[config.mk]
export PLATFORM = sky130hd
export DESIGN_NAME = pss_serial_port_cfg
export DESIGN_NICKNAME = d
export VERILOG_FILES = /design/src/verilog/pss_pkg.sv /design/src/verilog/pss_rx.sv /design/src/verilog/pss_serial_port_cfg.sv /design/src/verilog/pss_tx.sv
export SDC_FILE = /design/constraint.sdc
export NUM_CORES = 1
export LEC_CHECK = 0
export ABC_AREA = 1
export BUFFER_PORTS_ARGS = -buffer_cell sky130_fd_sc_hd__buf_2
export CAP_MARGIN = 10
export CORE_UTILIZATION = 40
export DETAILED_ROUTE_END_ITERATION = 8
export PLACE_DENSITY_LB_ADDON = 0.15
export SLEW_MARGIN = 15
export SYNTH_ARGS = -nofsm -noshare
export SYNTH_HDL_FRONTEND = slang
export SYNTH_SLANG_ARGS = --single-unit
[constraint.sdc]
create_clock -name i_clock -period 4.9 [get_ports i_clock]
set_clock_uncertainty 0.15 [all_clocks]
set_input_delay 0 -clock i_clock [delete_from_list [all_inputs] [get_ports i_clock]]
set_output_delay 0 -clock i_clock [all_outputs]
set_load 0.005 [all_outputs]
[src/verilog/pss_pkg.sv]
package pss_pkg;
    // clock and oversampling
    localparam int unsigned PSS_CLK_HZ     = 200_000_000;
    localparam int unsigned PSS_OVERSAMPLE = 16;
    localparam logic [15:0] PSS_DIV_9600  =
        16'(PSS_CLK_HZ / (PSS_OVERSAMPLE * 9600));
    localparam logic [15:0] PSS_DIV_19200 =
        16'(PSS_CLK_HZ / (PSS_OVERSAMPLE * 19200));
    localparam logic [15:0] PSS_DIV_4800  =
        16'(PSS_CLK_HZ / (PSS_OVERSAMPLE * 4800));
    localparam logic [15:0] PSS_DIV_2400  =
        16'(PSS_CLK_HZ / (PSS_OVERSAMPLE * 2400));
    localparam logic [3:0]  PSS_MID_TICK  = 4'h7;
    localparam logic [3:0]  PSS_LAST_TICK = 4'hF;
    localparam logic [1:0]  PSS_SETTLE    = 2'h3;
    // serial bank switch positions (switch n at bit n-1)
    localparam int PSS_SW_DATA7  = 0;
    localparam int PSS_SW_PAR_A  = 1;
    localparam int PSS_SW_PAR_B  = 2;
    localparam int PSS_SW_STOP2  = 3;
    localparam int PSS_SW_BAUD_A = 4;
    localparam int PSS_SW_BAUD_B = 5;
    localparam int PSS_SW_FLOW_A = 6;
    localparam int PSS_SW_FLOW_B = 7;
    // operation bank a switch positions
    localparam int PSS_SW_SENSOR = 1;
    localparam int PSS_SW_HEADCK = 2;
    // two-switch selector codes {first, second}
    localparam logic [1:0] PSS_SEL_OFF_ON = 2'h1;
    localparam logic [1:0] PSS_SEL_ON_OFF = 2'h2;
    localparam logic [1:0] PSS_SEL_ON_ON  = 2'h3;
    typedef enum logic [1:0] {
        PSS_FLOW_RDYBSY = 2'b00,
        PSS_FLOW_XONOFF = 2'b01,
        PSS_FLOW_BIDIR  = 2'b10
    } pss_flow_t;
    localparam logic [7:0] PSS_XON  = 8'h11;
    localparam logic [7:0] PSS_XOFF = 8'h13;
    // register byte offsets
    localparam logic [4:0] PSS_REG_CONFIG   = 5'h00;
    localparam logic [4:0] PSS_REG_CONTROL  = 5'h04;
    localparam logic [4:0] PSS_REG_STATE    = 5'h08;
    localparam logic [4:0] PSS_REG_IRQ_STAT = 5'h0C;
    localparam logic [4:0] PSS_REG_IRQ_MASK = 5'h10;
    localparam logic [4:0] PSS_REG_RX_DATA  = 5'h14;
    localparam logic [4:0] PSS_REG_TX_DATA  = 5'h18;
    // interrupt bits
    localparam int PSS_IRQ_W       = 7;
    localparam int PSS_IRQ_RX      = 0;
    localparam int PSS_IRQ_PARITY  = 1;
    localparam int PSS_IRQ_FRAMING = 2;
    localparam int PSS_IRQ_OVERRUN = 3;
    localparam int PSS_IRQ_LINE    = 4;
    localparam int PSS_IRQ_FEED    = 5;
    localparam int PSS_IRQ_HEAD    = 6;
    // reset values
    localparam logic       PSS_ONLINE_RST = 1'b1;
    localparam logic [7:0] PSS_BANK_RST   = 8'h00;
endpackage

[src/verilog/pss_rx.sv]
`timescale 1ns/1ps
module pss_rx (
    // clock and reset
    input  wire logic       i_clock,
    input  wire logic       i_arst_n,
    // oversample tick and synchronised line
    input  wire logic       i_tick,
    input  wire logic       i_rxd,
    // character format
    input  wire logic       i_data7,
    input  wire logic       i_par_en,
    input  wire logic       i_par_odd,
    input  wire logic       i_stop2,
    // received character
    output logic            o_done,
    output logic [7:0]      o_data,
    output logic            o_par_err,
    output logic            o_frm_err
);
    import pss_pkg::*;
    typedef enum logic [2:0] {
        PSS_RX_IDLE = 3'b000, PSS_RX_START = 3'b001, PSS_RX_DATA = 3'b010,
        PSS_RX_PAR  = 3'b011, PSS_RX_STOP  = 3'b100
    } pss_rx_state_t;
    pss_rx_state_t state;
    logic [3:0] tick_cnt;
    logic [2:0] bit_cnt;
    logic [7:0] shift;
    logic       par_acc, par_bad, frm_bad, stop_left;
    wire        sample   = i_tick && tick_cnt == PSS_LAST_TICK;
    wire [2:0]  last_bit = i_data7 ? 3'h6 : 3'h7;
    // bits are sampled at mid-cell, sixteen ticks apart
    always_ff @(posedge i_clock or negedge i_arst_n) begin
        if (!i_arst_n) begin
            state <= PSS_RX_IDLE;
            tick_cnt <= 4'h0;
            bit_cnt <= 3'h0;
            shift <= 8'h00;
            {par_acc, par_bad, frm_bad, stop_left} <= 4'h0;
            o_done <= 1'b0;
            o_data <= 8'h00;
            o_par_err <= 1'b0;
            o_frm_err <= 1'b0;
        end else begin
            o_done <= 1'b0;
            if (i_tick && state != PSS_RX_IDLE) begin
                tick_cnt <= tick_cnt + 4'h1;
            end
            case (state)
                PSS_RX_IDLE: if (i_tick && !i_rxd) begin
                    state <= PSS_RX_START;
                    tick_cnt <= 4'h0;
                end
                PSS_RX_START: if (i_tick && tick_cnt == PSS_MID_TICK) begin
                    // a glitch shorter than half a bit is not a start
                    state <= i_rxd ? PSS_RX_IDLE : PSS_RX_DATA;
                    tick_cnt <= 4'h0;
                    bit_cnt <= 3'h0;
                    {par_acc, par_bad, frm_bad} <= 3'h0;
                end
                PSS_RX_DATA: if (sample) begin
                    shift <= {i_rxd, shift[7:1]};
                    par_acc <= par_acc ^ i_rxd;
                    bit_cnt <= bit_cnt + 3'h1;
                    stop_left <= i_stop2;
                    if (bit_cnt == last_bit) begin
                        state <= i_par_en ? PSS_RX_PAR : PSS_RX_STOP;
                    end
                end
                PSS_RX_PAR: if (sample) begin
                    par_bad <= (par_acc ^ i_rxd) != i_par_odd;
                    state <= PSS_RX_STOP;
                end
                PSS_RX_STOP: if (sample) begin
                    if (!i_rxd) begin
                        frm_bad <= 1'b1;
                    end
                    if (stop_left) begin
                        stop_left <= 1'b0;
                    end else begin
                        state <= PSS_RX_IDLE;
                        o_done <= 1'b1;
                        o_data <= i_data7 ? {1'b0, shift[7:1]} : shift;
                        o_par_err <= par_bad;
                        o_frm_err <= frm_bad | !i_rxd;
                    end
                end
                default: state <= PSS_RX_IDLE;
            endcase
        end
    end
endmodule // pss_rx

[src/verilog/pss_serial_port_cfg.sv]
// Decided for this implementation: the address map and register access over Avalon-MM.
`timescale 1ns/1ps
module pss_serial_port_cfg (
    // clock and reset
    input  wire logic        i_clock,
    input  wire logic        i_arst_n,
    // avalon-mm slave
    input  wire logic [4:0]  i_avs_address,
    input  wire logic        i_avs_read,
    input  wire logic        i_avs_write,
    input  wire logic [31:0] i_avs_writedata,
    input  wire logic [3:0]  i_avs_byteenable,
    output logic [31:0]      o_avs_readdata,
    output logic             o_avs_waitrequest,
    output logic             o_irq,
    // switch banks, high = switch on
    input  wire logic [7:0]  i_serial_switch_bank,
    input  wire logic [7:0]  i_operation_switch_bank_a,
    input  wire logic [7:0]  i_operation_switch_bank_b,
    // panel keys and head switch, high = pressed / open
    input  wire logic        i_line_key,
    input  wire logic        i_feed_key,
    input  wire logic        i_head_open,
    // serial host link
    input  wire logic        i_rxd,
    output logic             o_txd,
    output logic             o_host_busy,
    // print engine controls
    output logic             o_online,
    output logic             o_print_run,
    output logic             o_feed_blank,
    output logic             o_reprint,
    output logic             o_sensor_reflective,
    output logic             o_head_check_en
);
    import pss_pkg::*;

    // bit-cell counters are four bits wide; a zero divisor ticks only every 65536 cycles
    if (PSS_OVERSAMPLE != 32'(PSS_LAST_TICK) + 32'h1 ||
        PSS_DIV_19200 == 16'h0000) begin : g_rate_chk
        $error("clock and oversample do not suit the bit-cell counters");
    end

    // two-flop synchronisers for every pin; rxd idles high
    localparam int NPIN = 28;
    localparam logic [NPIN-1:0] PIN_IDLE = 28'h0000001;
    wire  [NPIN-1:0] pin_raw = {i_serial_switch_bank,
        i_operation_switch_bank_a, i_operation_switch_bank_b,
        i_line_key, i_feed_key, i_head_open, i_rxd};
    logic [NPIN-1:0] pin_meta, pin_sync;
    always_ff @(posedge i_clock or negedge i_arst_n) begin
        if (!i_arst_n) begin
            pin_meta <= PIN_IDLE;
            pin_sync <= PIN_IDLE;
        end else begin
            pin_meta <= pin_raw;
            pin_sync <= pin_meta;
        end
    end
    // single pins, taken only from the second stage
    wire       s_rxd  = pin_sync[0];
    wire       s_head = pin_sync[1];
    wire       s_feed = pin_sync[2];
    wire       s_line = pin_sync[3];

    // switches are caught once after reset; later changes are ignored
    logic [1:0] settle;
    logic       cfg_taken;
    logic [7:0] serial_cfg, bank_a, bank_b;
    always_ff @(posedge i_clock or negedge i_arst_n) begin
        if (!i_arst_n) begin
            settle <= 2'h0;
            cfg_taken <= 1'b0;
            serial_cfg <= PSS_BANK_RST;
            bank_a <= PSS_BANK_RST;
            bank_b <= PSS_BANK_RST;
        end else if (!cfg_taken) begin
            settle <= settle + 2'h1;
            if (settle == PSS_SETTLE) begin
                cfg_taken <= 1'b1;
                serial_cfg <= pin_sync[27:20];
                bank_a <= pin_sync[19:12];
                bank_b <= pin_sync[11:4];
            end
        end
    end

    // character format and rate decode
    wire [1:0] par_sel  = {serial_cfg[PSS_SW_PAR_A], serial_cfg[PSS_SW_PAR_B]};
    wire [1:0] baud_sel = {serial_cfg[PSS_SW_BAUD_A],
                           serial_cfg[PSS_SW_BAUD_B]};
    wire [1:0] flow_sel = {serial_cfg[PSS_SW_FLOW_A],
                           serial_cfg[PSS_SW_FLOW_B]};
    wire       data7    = serial_cfg[PSS_SW_DATA7];
    // the unused on/on parity code falls back to no parity
    wire       par_en   = par_sel == PSS_SEL_OFF_ON ||
                          par_sel == PSS_SEL_ON_OFF;
    wire       par_odd  = par_sel == PSS_SEL_ON_OFF;
    wire       stop2    = serial_cfg[PSS_SW_STOP2];
    wire [15:0] divisor =
        baud_sel == PSS_SEL_OFF_ON ? PSS_DIV_19200 :
        baud_sel == PSS_SEL_ON_OFF ? PSS_DIV_4800  :
        baud_sel == PSS_SEL_ON_ON  ? PSS_DIV_2400  : PSS_DIV_9600;
    // the unused on/on protocol code falls back to ready/busy
    wire [1:0] flow_code =
        flow_sel == PSS_SEL_OFF_ON ? PSS_FLOW_XONOFF :
        flow_sel == PSS_SEL_ON_OFF ? PSS_FLOW_BIDIR  : PSS_FLOW_RDYBSY;
    wire pss_flow_t flow = pss_flow_t'(flow_code);

    // oversample tick divider, held until the switches are known
    logic [15:0] div_cnt;
    wire         tick = cfg_taken && div_cnt == 16'h0000;
    always_ff @(posedge i_clock or negedge i_arst_n) begin
        if (!i_arst_n) begin
            div_cnt <= 16'h0000;
        end else if (cfg_taken) begin
            div_cnt <= tick ? divisor - 16'h0001 : div_cnt - 16'h0001;
        end
    end

    // key edges; the prev flops look only at the second sync stage
    logic line_prev, feed_prev, head_prev;
    wire  line_press = s_line && !line_prev;
    wire  feed_press = s_feed && !feed_prev;
    wire  head_rise  = s_head && !head_prev;
    logic online, job_active;
    always_ff @(posedge i_clock or negedge i_arst_n) begin
        if (!i_arst_n) begin
            {line_prev, feed_prev, head_prev} <= 3'h0;
            online <= PSS_ONLINE_RST;
            o_feed_blank <= 1'b0;
            o_reprint <= 1'b0;
        end else begin
            {line_prev, feed_prev, head_prev} <= {s_line, s_feed, s_head};
            if (line_press) begin
                online <= !online;
            end
            // feed needs a closed head; the pulse lasts one cycle
            o_feed_blank <= feed_press && !online && !s_head;
            o_reprint <= feed_press && online && !s_head;
        end
    end
    // a paused job resumes when the line key brings it back on-line
    assign o_print_run = job_active && online && !s_head
                         && cfg_taken;
    assign o_online = online;
    assign o_sensor_reflective = bank_a[PSS_SW_SENSOR];
    assign o_head_check_en = bank_a[PSS_SW_HEADCK];

    // receiver and transmitter
    logic       rx_done, rx_par_err, rx_frm_err;
    logic [7:0] rx_byte;
    pss_rx u_rx (
        .i_clock   (i_clock),
        .i_arst_n  (i_arst_n),
        .i_tick    (tick),
        .i_rxd     (s_rxd),
        .i_data7   (data7),
        .i_par_en  (par_en),
        .i_par_odd (par_odd),
        .i_stop2   (stop2),
        .o_done    (rx_done),
        .o_data    (rx_byte),
        .o_par_err (rx_par_err),
        .o_frm_err (rx_frm_err)
    );
    // flow characters go out ahead of a waiting host byte
    logic       tx_busy, tx_start, tx_req, xon_pend, xoff_pend;
    logic [7:0] tx_hold;
    wire        flow_pend = xon_pend || xoff_pend;
    wire  [7:0] tx_byte = xoff_pend ? PSS_XOFF : xon_pend ? PSS_XON : tx_hold;
    assign tx_start = !tx_busy && (flow_pend || tx_req);
    pss_tx u_tx (
        .i_clock   (i_clock),
        .i_arst_n  (i_arst_n),
        .i_tick    (tick),
        .i_start   (tx_start),
        .i_data    (tx_byte),
        .i_data7   (data7),
        .i_par_en  (par_en),
        .i_par_odd (par_odd),
        .i_stop2   (stop2),
        .o_busy    (tx_busy),
        .o_txd     (o_txd)
    );

    // bus decode; reads answer on the second cycle
    logic rd_ack;
    wire  wr_lane0  = i_avs_write && i_avs_byteenable[0];
    wire  hit_ctrl  = i_avs_address == PSS_REG_CONTROL;
    wire  hit_stat  = i_avs_address == PSS_REG_IRQ_STAT;
    wire  hit_mask  = i_avs_address == PSS_REG_IRQ_MASK;
    wire  hit_rx    = i_avs_address == PSS_REG_RX_DATA;
    wire  hit_tx    = i_avs_address == PSS_REG_TX_DATA;
    // a transmit write stalls while the previous byte still waits
    wire  tx_stall  = i_avs_write && hit_tx && tx_req;
    assign o_avs_waitrequest = (i_avs_read && !rd_ack) || tx_stall;
    wire  wr_take   = wr_lane0 && !tx_stall;
    wire  rx_pop    = i_avs_read && rd_ack && hit_rx;

    // host data is taken only while on-line
    logic       rx_valid, host_busy, busy_prev;
    logic [7:0] rx_data;
    wire        rx_accept = rx_done && online;
    always_ff @(posedge i_clock or negedge i_arst_n) begin
        if (!i_arst_n) begin
            rx_valid <= 1'b0;
            rx_data <= 8'h00;
        end else begin
            if (rx_accept) begin
                rx_data <= rx_byte;
                rx_valid <= 1'b1;                               // set wins
            end else if (rx_pop) begin
                rx_valid <= 1'b0;
            end
        end
    end

    // flow control: busy while off-line or a byte is unread
    wire busy_now = !online || rx_valid || !cfg_taken;
    always_ff @(posedge i_clock or negedge i_arst_n) begin
        if (!i_arst_n) begin
            host_busy <= 1'b1;
            busy_prev <= 1'b1;
            {xon_pend, xoff_pend, tx_req} <= 3'h0;
            tx_hold <= 8'h00;
            job_active <= 1'b0;
        end else begin
            host_busy <= busy_now && flow == PSS_FLOW_RDYBSY;
            busy_prev <= busy_now;
            if (flow == PSS_FLOW_XONOFF && cfg_taken
                && busy_now != busy_prev) begin
                xoff_pend <= busy_now;
                xon_pend <= !busy_now;
            end else if (tx_start && flow_pend) begin
                {xon_pend, xoff_pend} <= 2'h0;
            end
            if (wr_take && hit_tx) begin
                tx_hold <= i_avs_writedata[7:0];
                tx_req <= 1'b1;
            end else if (tx_start && !flow_pend) begin
                tx_req <= 1'b0;
            end
            if (wr_take && hit_ctrl) begin
                job_active <= i_avs_writedata[0];
            end
        end
    end
    assign o_host_busy = host_busy;

    // sticky events, cleared by writing one; a new event beats the clear
    logic [PSS_IRQ_W-1:0] irq_stat, irq_mask, irq_ev;
    always_comb begin
        irq_ev = '0;
        irq_ev[PSS_IRQ_RX]      = rx_accept;
        irq_ev[PSS_IRQ_PARITY]  = rx_accept && rx_par_err;
        irq_ev[PSS_IRQ_FRAMING] = rx_accept && rx_frm_err;
        irq_ev[PSS_IRQ_OVERRUN] = rx_accept && rx_valid && !rx_pop;
        irq_ev[PSS_IRQ_LINE]    = line_press;
        irq_ev[PSS_IRQ_FEED]    = feed_press;
        irq_ev[PSS_IRQ_HEAD]    = head_rise;
    end
    // only bits written as one are cleared
    wire [PSS_IRQ_W-1:0] irq_clr =
        (wr_take && hit_stat) ? i_avs_writedata[PSS_IRQ_W-1:0] : '0;
    always_ff @(posedge i_clock or negedge i_arst_n) begin
        if (!i_arst_n) begin
            irq_stat <= '0;
            irq_mask <= '0;
            o_irq <= 1'b0;
        end else begin
            irq_stat <= (irq_stat & ~irq_clr) | irq_ev;
            if (wr_take && hit_mask) begin
                irq_mask <= i_avs_writedata[PSS_IRQ_W-1:0];
            end
            o_irq <= |(irq_stat & irq_mask);
        end
    end

    // read data; unmapped offsets read zero
    wire [31:0] rd_mux =
        i_avs_address == PSS_REG_CONFIG ?
            {8'h00, bank_b, bank_a, serial_cfg} :
        hit_ctrl ? {31'h0, job_active} :
        i_avs_address == PSS_REG_STATE ?
            {25'h0, tx_req, tx_busy, rx_valid, host_busy, s_head,
             o_print_run, online} :
        hit_stat ? {{(32-PSS_IRQ_W){1'b0}}, irq_stat} :
        hit_mask ? {{(32-PSS_IRQ_W){1'b0}}, irq_mask} :
        hit_rx   ? {24'h0, rx_data} : 32'h0000_0000;
    always_ff @(posedge i_clock or negedge i_arst_n) begin
        if (!i_arst_n) begin
            rd_ack <= 1'b0;
            o_avs_readdata <= 32'h0000_0000;
        end else begin
            rd_ack <= i_avs_read && !rd_ack;
            if (i_avs_read && !rd_ack) begin
                o_avs_readdata <= rd_mux;
            end
        end
    end
endmodule // pss_serial_port_cfg

[src/verilog/pss_tx.sv]
`timescale 1ns/1ps
module pss_tx (
    // clock and reset
    input  wire logic       i_clock,
    input  wire logic       i_arst_n,
    // oversample tick and request
    input  wire logic       i_tick,
    input  wire logic       i_start,
    input  wire logic [7:0] i_data,
    // character format
    input  wire logic       i_data7,
    input  wire logic       i_par_en,
    input  wire logic       i_par_odd,
    input  wire logic       i_stop2,
    // line
    output logic            o_busy,
    output logic            o_txd
);
    import pss_pkg::*;
    typedef enum logic [2:0] {
        PSS_TX_IDLE = 3'b000, PSS_TX_START = 3'b001, PSS_TX_DATA = 3'b010,
        PSS_TX_PAR  = 3'b011, PSS_TX_STOP  = 3'b100
    } pss_tx_state_t;
    pss_tx_state_t state;
    logic [3:0] tick_cnt;
    logic [2:0] bit_cnt;
    logic [7:0] shift;
    logic       par_acc, stop_left;
    wire        cell_end = i_tick && tick_cnt == PSS_LAST_TICK;
    assign o_busy = state != PSS_TX_IDLE;
    // each cell lasts sixteen ticks; the line idles high
    always_ff @(posedge i_clock or negedge i_arst_n) begin
        if (!i_arst_n) begin
            state <= PSS_TX_IDLE;
            tick_cnt <= 4'h0;
            bit_cnt <= 3'h0;
            shift <= 8'h00;
            par_acc <= 1'b0;
            stop_left <= 1'b0;
            o_txd <= 1'b1;
        end else begin
            if (i_tick && state != PSS_TX_IDLE) begin
                tick_cnt <= tick_cnt + 4'h1;
            end
            case (state)
                PSS_TX_IDLE: if (i_start) begin
                    state <= PSS_TX_START;
                    shift <= i_data;
                    par_acc <= i_par_odd;
                    tick_cnt <= 4'h0;
                    o_txd <= 1'b0;
                end
                PSS_TX_START: if (cell_end) begin
                    state <= PSS_TX_DATA;
                    bit_cnt <= 3'h0;
                    o_txd <= shift[0];
                end
                PSS_TX_DATA: if (cell_end) begin
                    par_acc <= par_acc ^ shift[0];
                    shift <= {1'b0, shift[7:1]};
                    bit_cnt <= bit_cnt + 3'h1;
                    stop_left <= i_stop2;
                    if (bit_cnt == (i_data7 ? 3'h6 : 3'h7)) begin
                        state <= i_par_en ? PSS_TX_PAR : PSS_TX_STOP;
                        o_txd <= i_par_en ? par_acc ^ shift[0] : 1'b1;
                    end else begin
                        o_txd <= shift[1];
                    end
                end
                PSS_TX_PAR: if (cell_end) begin
                    state <= PSS_TX_STOP;
                    o_txd <= 1'b1;
                end
                PSS_TX_STOP: if (cell_end) begin
                    if (stop_left) begin
                        stop_left <= 1'b0;
                    end else begin
                        state <= PSS_TX_IDLE;
                    end
                end
                default: state <= PSS_TX_IDLE;
            endcase
        end
    end
endmodule // pss_tx
==> results of run 1 <==
[cell usage after synthesis (11+ instances only)]
cell type | number | area share
nand2_1 | 238 | 0.091
dfrtp_1 | 216 | 0.55
inv_1 | 127 | 0.049
nor2_1 | 81 | 0.031
o21ai_0 | 68 | 0.035
a21oi_1 | 66 | 0.034
nand3_1 | 42 | 0.021
o21ai_1 | 20 | 0.010
o31ai_1 | 16 | 0.012
ha_1 | 14 | 0.018
nand4_1 | 12 | 0.0077
buf_4 | 11 | 0.0084
xor2_1 | 11 | 0.0098
[through the flow]
step                cell area, um2  utilization  hold slack (ns)  setup slack [ns]
floorplan                     9814            -          -0.4456             3.132
global placement             10450       0.4399         -0.04236             2.793
detailed placement           10450       0.4399         -0.04069             2.782
CTS                          12080       0.5086         0.006452             1.929
global route                 12080       0.5086          0.06948             1.700
finish                       12080       0.5086       -0.0002950             1.852
[area by class of cell]
class	count	area [um2]
Clock buffer	34	709.4
Inverter	136	510.5
Tap cell	319	399.1
Multi-Input combinational cell	673	3533
Clock inverter	10	142.6
Timing Repair Buffer	162	1224
Fill cell	2214	11670
Sequential cell	222	5563
[kinds of logic after synthesis]
logic type               Yosys count  share of synthesized area
AND/OR/NAND/NOR                  429                     0.2064
flip-flops                       222                     0.5683
AO/OA/AOI/OAI                    206                     0.1189
buffers and inverters            171                    0.07337
adder cells (fa/ha/maj)           14                    0.01790
XOR/XNOR                          14                    0.01253
multiplexers                       2                   0.002173
other                              1                  0.0003831
[state kept, by name, indices dropped and copies added, names as in the netlist, 2 cells and up]
signal	count
pin_meta	28
pin_sync	28
o_avs_readdata	24
div_cnt	16
bank_a	8
bank_b	8
rx_data	8
serial_cfg	8
tx_hold	8
u_rx.o_data	8
u_rx.shift	8
u_tx.shift	8
irq_mask	7
irq_stat	7
u_rx.tick_cnt	4
u_tx.tick_cnt	4
u_rx.bit_cnt	3
u_rx.state	3
u_tx.bit_cnt	3
u_tx.state	3
settle	2
[power by group]
group / switching, W / total (W) / internal [W] / leakage, nW
combinational: 0.000545 / 0.000866 / 0.000321 / 2.85
sequential: 0.000158 / 0.00218 / 0.00202 / 2.78
clock: 0.000751 / 0.00192 / 0.00117 / 0.421
total: 0.00145 / 0.00497 / 0.00351 / 6.05
[routing by layer]
layer,GRT usage,up-vias
met4,0.04396,0
met2,0.3083,137
met5,0,-
li1,-,3721
met3,0.03457,26
met1,0.2498,3517
[worst register-to-register path, delay by kind of cell, from the launching register on]
| family | cells | cell delay [ns] |
|---|---|---|
| buf+inv | 1 | 0.27 |
| simple gates | 6 | 1.16 |
| flops | 1 | 0.48 |
[worst paths after layout]
kind | cells past startpoint | from | slack, ns | to
worst max-delay path | 11 | i_avs_address[0] | 1.85 | irq_mask[5]$_DFFE_PN0P_
worst min-delay path | 2 | i_arst_n | -0.0003 | div_cnt[3]$_DFFE_PN0P_
worst max register to register | 7 | u_tx.state[2]$_DFFE_PN0P_ | 2.79 | u_tx.state[0]$_DFFE_PN0P_
worst min register to register | 0 | pin_meta[14]$_DFF_PN0_ | 0.20 | pin_sync[14]$_DFF_PN0_
max in group asynchronous | 3 | i_arst_n | 3.33 | bank_a[2]$_DFFE_PN0P_
min in group i_clock | 7 | i_avs_address[1] | 0.02 | o_avs_readdata[4]$_DFFE_PN0P_
[repair_timing]
item | 4_1_cts | 5_1_grt
endpoints found under the hold margin | 182 | 0
buffers inserted | 0 | 0
setup endpoints to repair | 0 | 0
hold buffers | 78 | 0
==> impl_metrics.ini, run 1 <==
[drt]
dr_total_vias = 7401
wl_um = 22260
drtIter0Drc = 322
wl_met1_um = 10460
viasPerCell = 4.756
first_pass_iters = 5
postRouteAntennaNets = 0
wl_met3_um = 1001
maxUsedRoutingLayer = met4
routed-wl-met2_um = 10410
wl_per_cell_um = 14.31
drc = 0

[power_and_ir_drop]
vdd_ir_drop_max_uv = 286.8
p_per_area_nw_per_um2 = 411.0
p_leak_nw = 6.053
finalPower_w = 0.004965

[setup_path]
path_class = input port to flip-flop
cpPeakStageDelay_ns = 0.65
path_delay_family = buffers and inverters
end_kind = flip-flop
critPathLaunchType = input port
critPathRequiredTime_ns = 5.17
path_cells = dlygate4sd3_1 -> buf_2 -> nor2_4 -> dlygate4sd3_1 -> nand2_1 -> nor2_1 -> dlygate4sd3_1 -> nand2_2 -> nand2_1 -> o21ai_0 -> dlygate4sd3_1
critPathMaxFanout = 14
cp_data_arrival_time_ns = 3.31
worst_path_max_delay_cell = dlygate4sd3_1
critPathMostFrequentCell = dlygate4sd3_1
cp_num_buf_inv = 5

[global_routing]
grt_util_all_layers = 0.1852
grt_max_degree = 123
antenna_found_initial = 0
grt_pass1_vias = 7250
grt.overflow.total = 0
grt_first_pass_wirelength_um = 36490

[floorplan]
rows = 56
die_w_um = 158.4
ios = 115
coreArea_um2 = 23750
start_util = 0.4121
fp.dieH_um = 158.4
die-area_um2 = 25100

[synth]
synth.cell_area_um2 = 9788
ys_types = 49
synth-seq-cells = 222
synthCells = 1059
syn_avg_cell_area_um2 = 9.243
synth-main-ff-cell = dfrtp_1
synth_seq_area_share = 0.5683
synth_enable_flop_cells = 0
synth-async-reset-ratio = 1.000
yosys_warnings = 0

[cts]
path_clk_slew_ns = 0.06
cts.sink_count = 222
max-clock-path-buffers = 3
clk_latency_ns = 0.53
postCtsResizedCells = 0
ctsHtreeMaxLevel = 1
root_buffer = clkbuf_16
numCtsBuffers = 25
cts_tree = yes

[sta]
slew_violations = 0
whs_ns = -0.0002950
slew_headroom = 0.3877
setup_tns_ns = 0
setup_viol = 0
tightestPinTransition_ns = 0.9185
fmax_mhz = 328.1
hold_viol = 1
fin_crit_sh = 0.6221
grt_setup_unrepaired = false
post-route-min-period_ns = 3.048

[outcome]
status = finished with violations
violations = hold timing

[worst_hold_path]
hp-class = input port to asynchronous set/reset pin

[final_layout]
antenna_cells = 0
syn2layout_area_growth_pct = 23.43
mostFrequentLayoutCell = nand2_1
layout_common_cells = nand2_1, dfrtp_1, inv_1, nor2_1
drive_above_1_share = 0.1560
final_cells = 1556
nNetsFinal = 1307

[placed_design]
dp.cells = 1434
place_congestion = 0.8306
dpl.hpwl_um = 14960
port_buffers = 79

[flow_run]
drv_cap = 0
No activity file was read; power rests on OpenSTA's default activity.
==> run 2: changes to the inputs <==
--- a/config.mk
+++ b/config.mk
@@ -5,7 +5,7 @@
 export SDC_FILE = /design/constraint.sdc
 export NUM_CORES = 1
 export LEC_CHECK = 0
-export ABC_AREA = 1
+export ABC_AREA = 0
 export BUFFER_PORTS_ARGS = -buffer_cell sky130_fd_sc_hd__buf_2
 export CAP_MARGIN = 10
 export CORE_UTILIZATION = 40
==> constraint.sdc (replaced) <==
create_clock -name i_clock -period 3.07 [get_ports i_clock]
set_clock_uncertainty 0.15 [all_clocks]
set_input_delay 0 -clock i_clock [delete_from_list [all_inputs] [get_ports i_clock]]
set_output_delay 0 -clock i_clock [all_outputs]
set_load 0.005 [all_outputs]
==> run 2 against run 1 <==
Effect of this change: the run now ends clean; sequential power rose by 55%; worst setup slack got worse by 1.5 ns; via count fell by 10%; combinational power fell by 26%; largest cell class unchanged.
==> impl_metrics.ini, run 2 <==
[synth]
yosys_warnings = 0
syn_avg_cell_area_um2 = 11.59
synth-seq-cells = 222
synth.cell_area_um2 = 9291
ys_types = 71
synth_enable_flop_cells = 0
synth.top_cells.by_count = dfrtp_1, nand2_1, mux2_2, o21ai_0, nor2_1
synth.most_common_cell = dfrtp_1
yosysTopAreaCellShare = 0.5817
synth-async-reset-ratio = 1.000
synth.area.top_cells = dfrtp_1, mux2_2, nand2_1
synth_top_cell_by_area = dfrtp_1
synthCells = 802
synth_seq_area_share = 0.5987
synth-main-ff-cell = dfrtp_1

[final_layout]
drive_above_1_share = 0.2192
antenna_cells = 0
reg_top3 = pin_meta x28, pin_sync x28, o_avs_readdata x24
layout_common_cells = dfrtp_1, nand2_1, dlygate4sd3_1, buf_2, mux2_2
fillers = 2055
utilization = 0.5116
mostFrequentLayoutCell = dfrtp_1
syn2layout_area_growth_pct = 25.03
nNetsFinal = 1058

[cts]
path_clk_slew_ns = 0.06
root_buffer = clkbuf_16
max-clock-path-buffers = 3
clk_latency_ns = 0.53
postCtsSetupBuffers = 0
ctsHtreeMaxLevel = 1
cts_tree = yes
numCtsBuffers = 25
cts.sink_count = 222

[sta]
fin_crit_sh = 0.8966
slew_headroom = 0.3721
setup_tns_ns = 0
grt_setup_unrepaired = false
tightestPinTransition_ns = 0.9408
hold_viol = 0
setup_viol = 0
slew_violations = 0
fmax_mhz = 363.3
post-route-min-period_ns = 2.753
fin_ws_ns = 0.3173

[placed_design]
port_buffers = 79
dpl.hpwl_um = 13890
place_congestion = 0.8109
dp_worst_setup_slack_ns = 0.3488

[drt]
drtIter0Drc = 343
viasPerCell = 5.217
dr_total_vias = 6652
postRouteAntennaNets = 0
drc = 0
first_pass_iters = 6
wl_um = 21260
wl_per_cell_um = 16.67

[floorplan]
start_util = 0.4091
rows = 55
fp.dieH_um = 154.4
coreArea_um2 = 22710
ios = 115
die_w_um = 154.4
die-area_um2 = 23840

[global_routing]
antenna_found_initial = 0
grt_pass1_vias = 6570
grt_max_degree = 86
grt_util_all_layers = 0.1831
grt_first_pass_wirelength_um = 34780
grt.overflow.total = 0

[setup_path]
end_kind = flip-flop
path_class = flip-flop to flip-flop
critPathLaunch = div_cnt[0]$_DFFE_PN0P_
cp_data_arrival_time_ns = 3.06
critPathRequiredTime_ns = 3.38
critPathMaxFanout = 18
critPathLaunchType = flip-flop
worstReg2RegStart = div_cnt[0]$_DFFE_PN0P_

[worst_hold_path]
hp-class = input port to flip-flop
hold_start = i_avs_writedata[2]

[outcome]
status = complete, no violations

[flow_run]
drv_cap = 0

[power_and_ir_drop]
p_per_area_nw_per_um2 = 593.4
vdd_ir_drop_max_uv = 332.8
p_leak_nw = 5.345
-- run 2: critical path, cell delays in order, from the launching register on --
cell,delay (ns)
dfrtp_1,0.39
inv_1,0.10
ha_1,0.17
or4b_1,0.47
or2_4,0.30
or4_4,0.62
or3b_1,0.41
nand3_1,0.08
-- run 2: layout make-up --
cell class                 count  area (um2)  area share
tap                          285       356.6     0.03069
multi-input combinational    506        3376      0.2906
clock inverter                11       108.9    0.009370
inverter                      34       127.6     0.01099
sequential                   222        5563      0.4788
clock buffer                  35       683.2     0.05880
timing repair buffer         182        1403      0.1207
-- run 2: worst paths after layout --
path / end / slack (ns) / cells after the start
max: u_rx.bit_cnt[2]$_DFFE_PN0P_ / 0.32 / 7
min: tx_hold[2]$_DFFE_PN0P_ / 0.17 / 3
max reg2reg: u_rx.bit_cnt[2]$_DFFE_PN0P_ / 0.32 / 7
min reg2reg: pin_sync[5]$_DFF_PN0_ / 0.19 / 0
max in group asynchronous: o_online$_DFFE_PN1P_ / 1.39 / 4
min in group asynchronous: u_tx.bit_cnt[1]$_DFFE_PN0P_ / 0.44 / 3
-- run 2: layer usage --
metal	vias to the layer above	global-route usage	wire length [um]
met5	-	0	0
met4	0	0.03913	237
met3	22	0.02550	878
met2	127	0.2879	9723
met1	3301	0.2696	10420
li1	3202	-	-
-- run 2: through the flow --
step	instances	hold WS (ns)	total power (W)	instance area [um2]
3_3_place_gp	1146	-0.1119	0.003987	9986
6_report	1275	0.1659	0.006894	11620
2_1_floorplan	809	-0.4456	0.003712	9318
3_5_place_dp	1146	-0.1130	0.003997	9986
4_1_cts	1276	0.1289	0.006991	11620
5_1_grt	1275	0.1497	0.007232	11620
-- run 2: cells by family (layout without fill, tap and decap cells) --
family          Yosys count  count (layout)  synth area share
buf+inv                  81             262           0.04228
fa+ha+maj                14              14           0.01885
other cells               1               8         0.0004036
compound gates          167             167            0.1192
simple gates            237             237            0.1266
mux                      73              73           0.08740
xor+xnor                  7               7          0.006599
flops                   222             222            0.5987
-- run 2: timing repair --
item | in CTS | in global routing
endpoints found under the hold margin | 295 | 0
hold buffers | 84 | 0
endpoints found under the setup margin | 0 | 1
resized for setup | 0 | 2
-- run 2: power by group --
group	total [W]	leakage, nW	internal, W	switching, W
Sequential	0.00338	2.77	0.00316	0.000219
Combinational	0.000644	2.20	0.000311	0.000333
Clock	0.00287	0.376	0.00166	0.00122
Total	0.00689	5.34	0.00513	0.00177
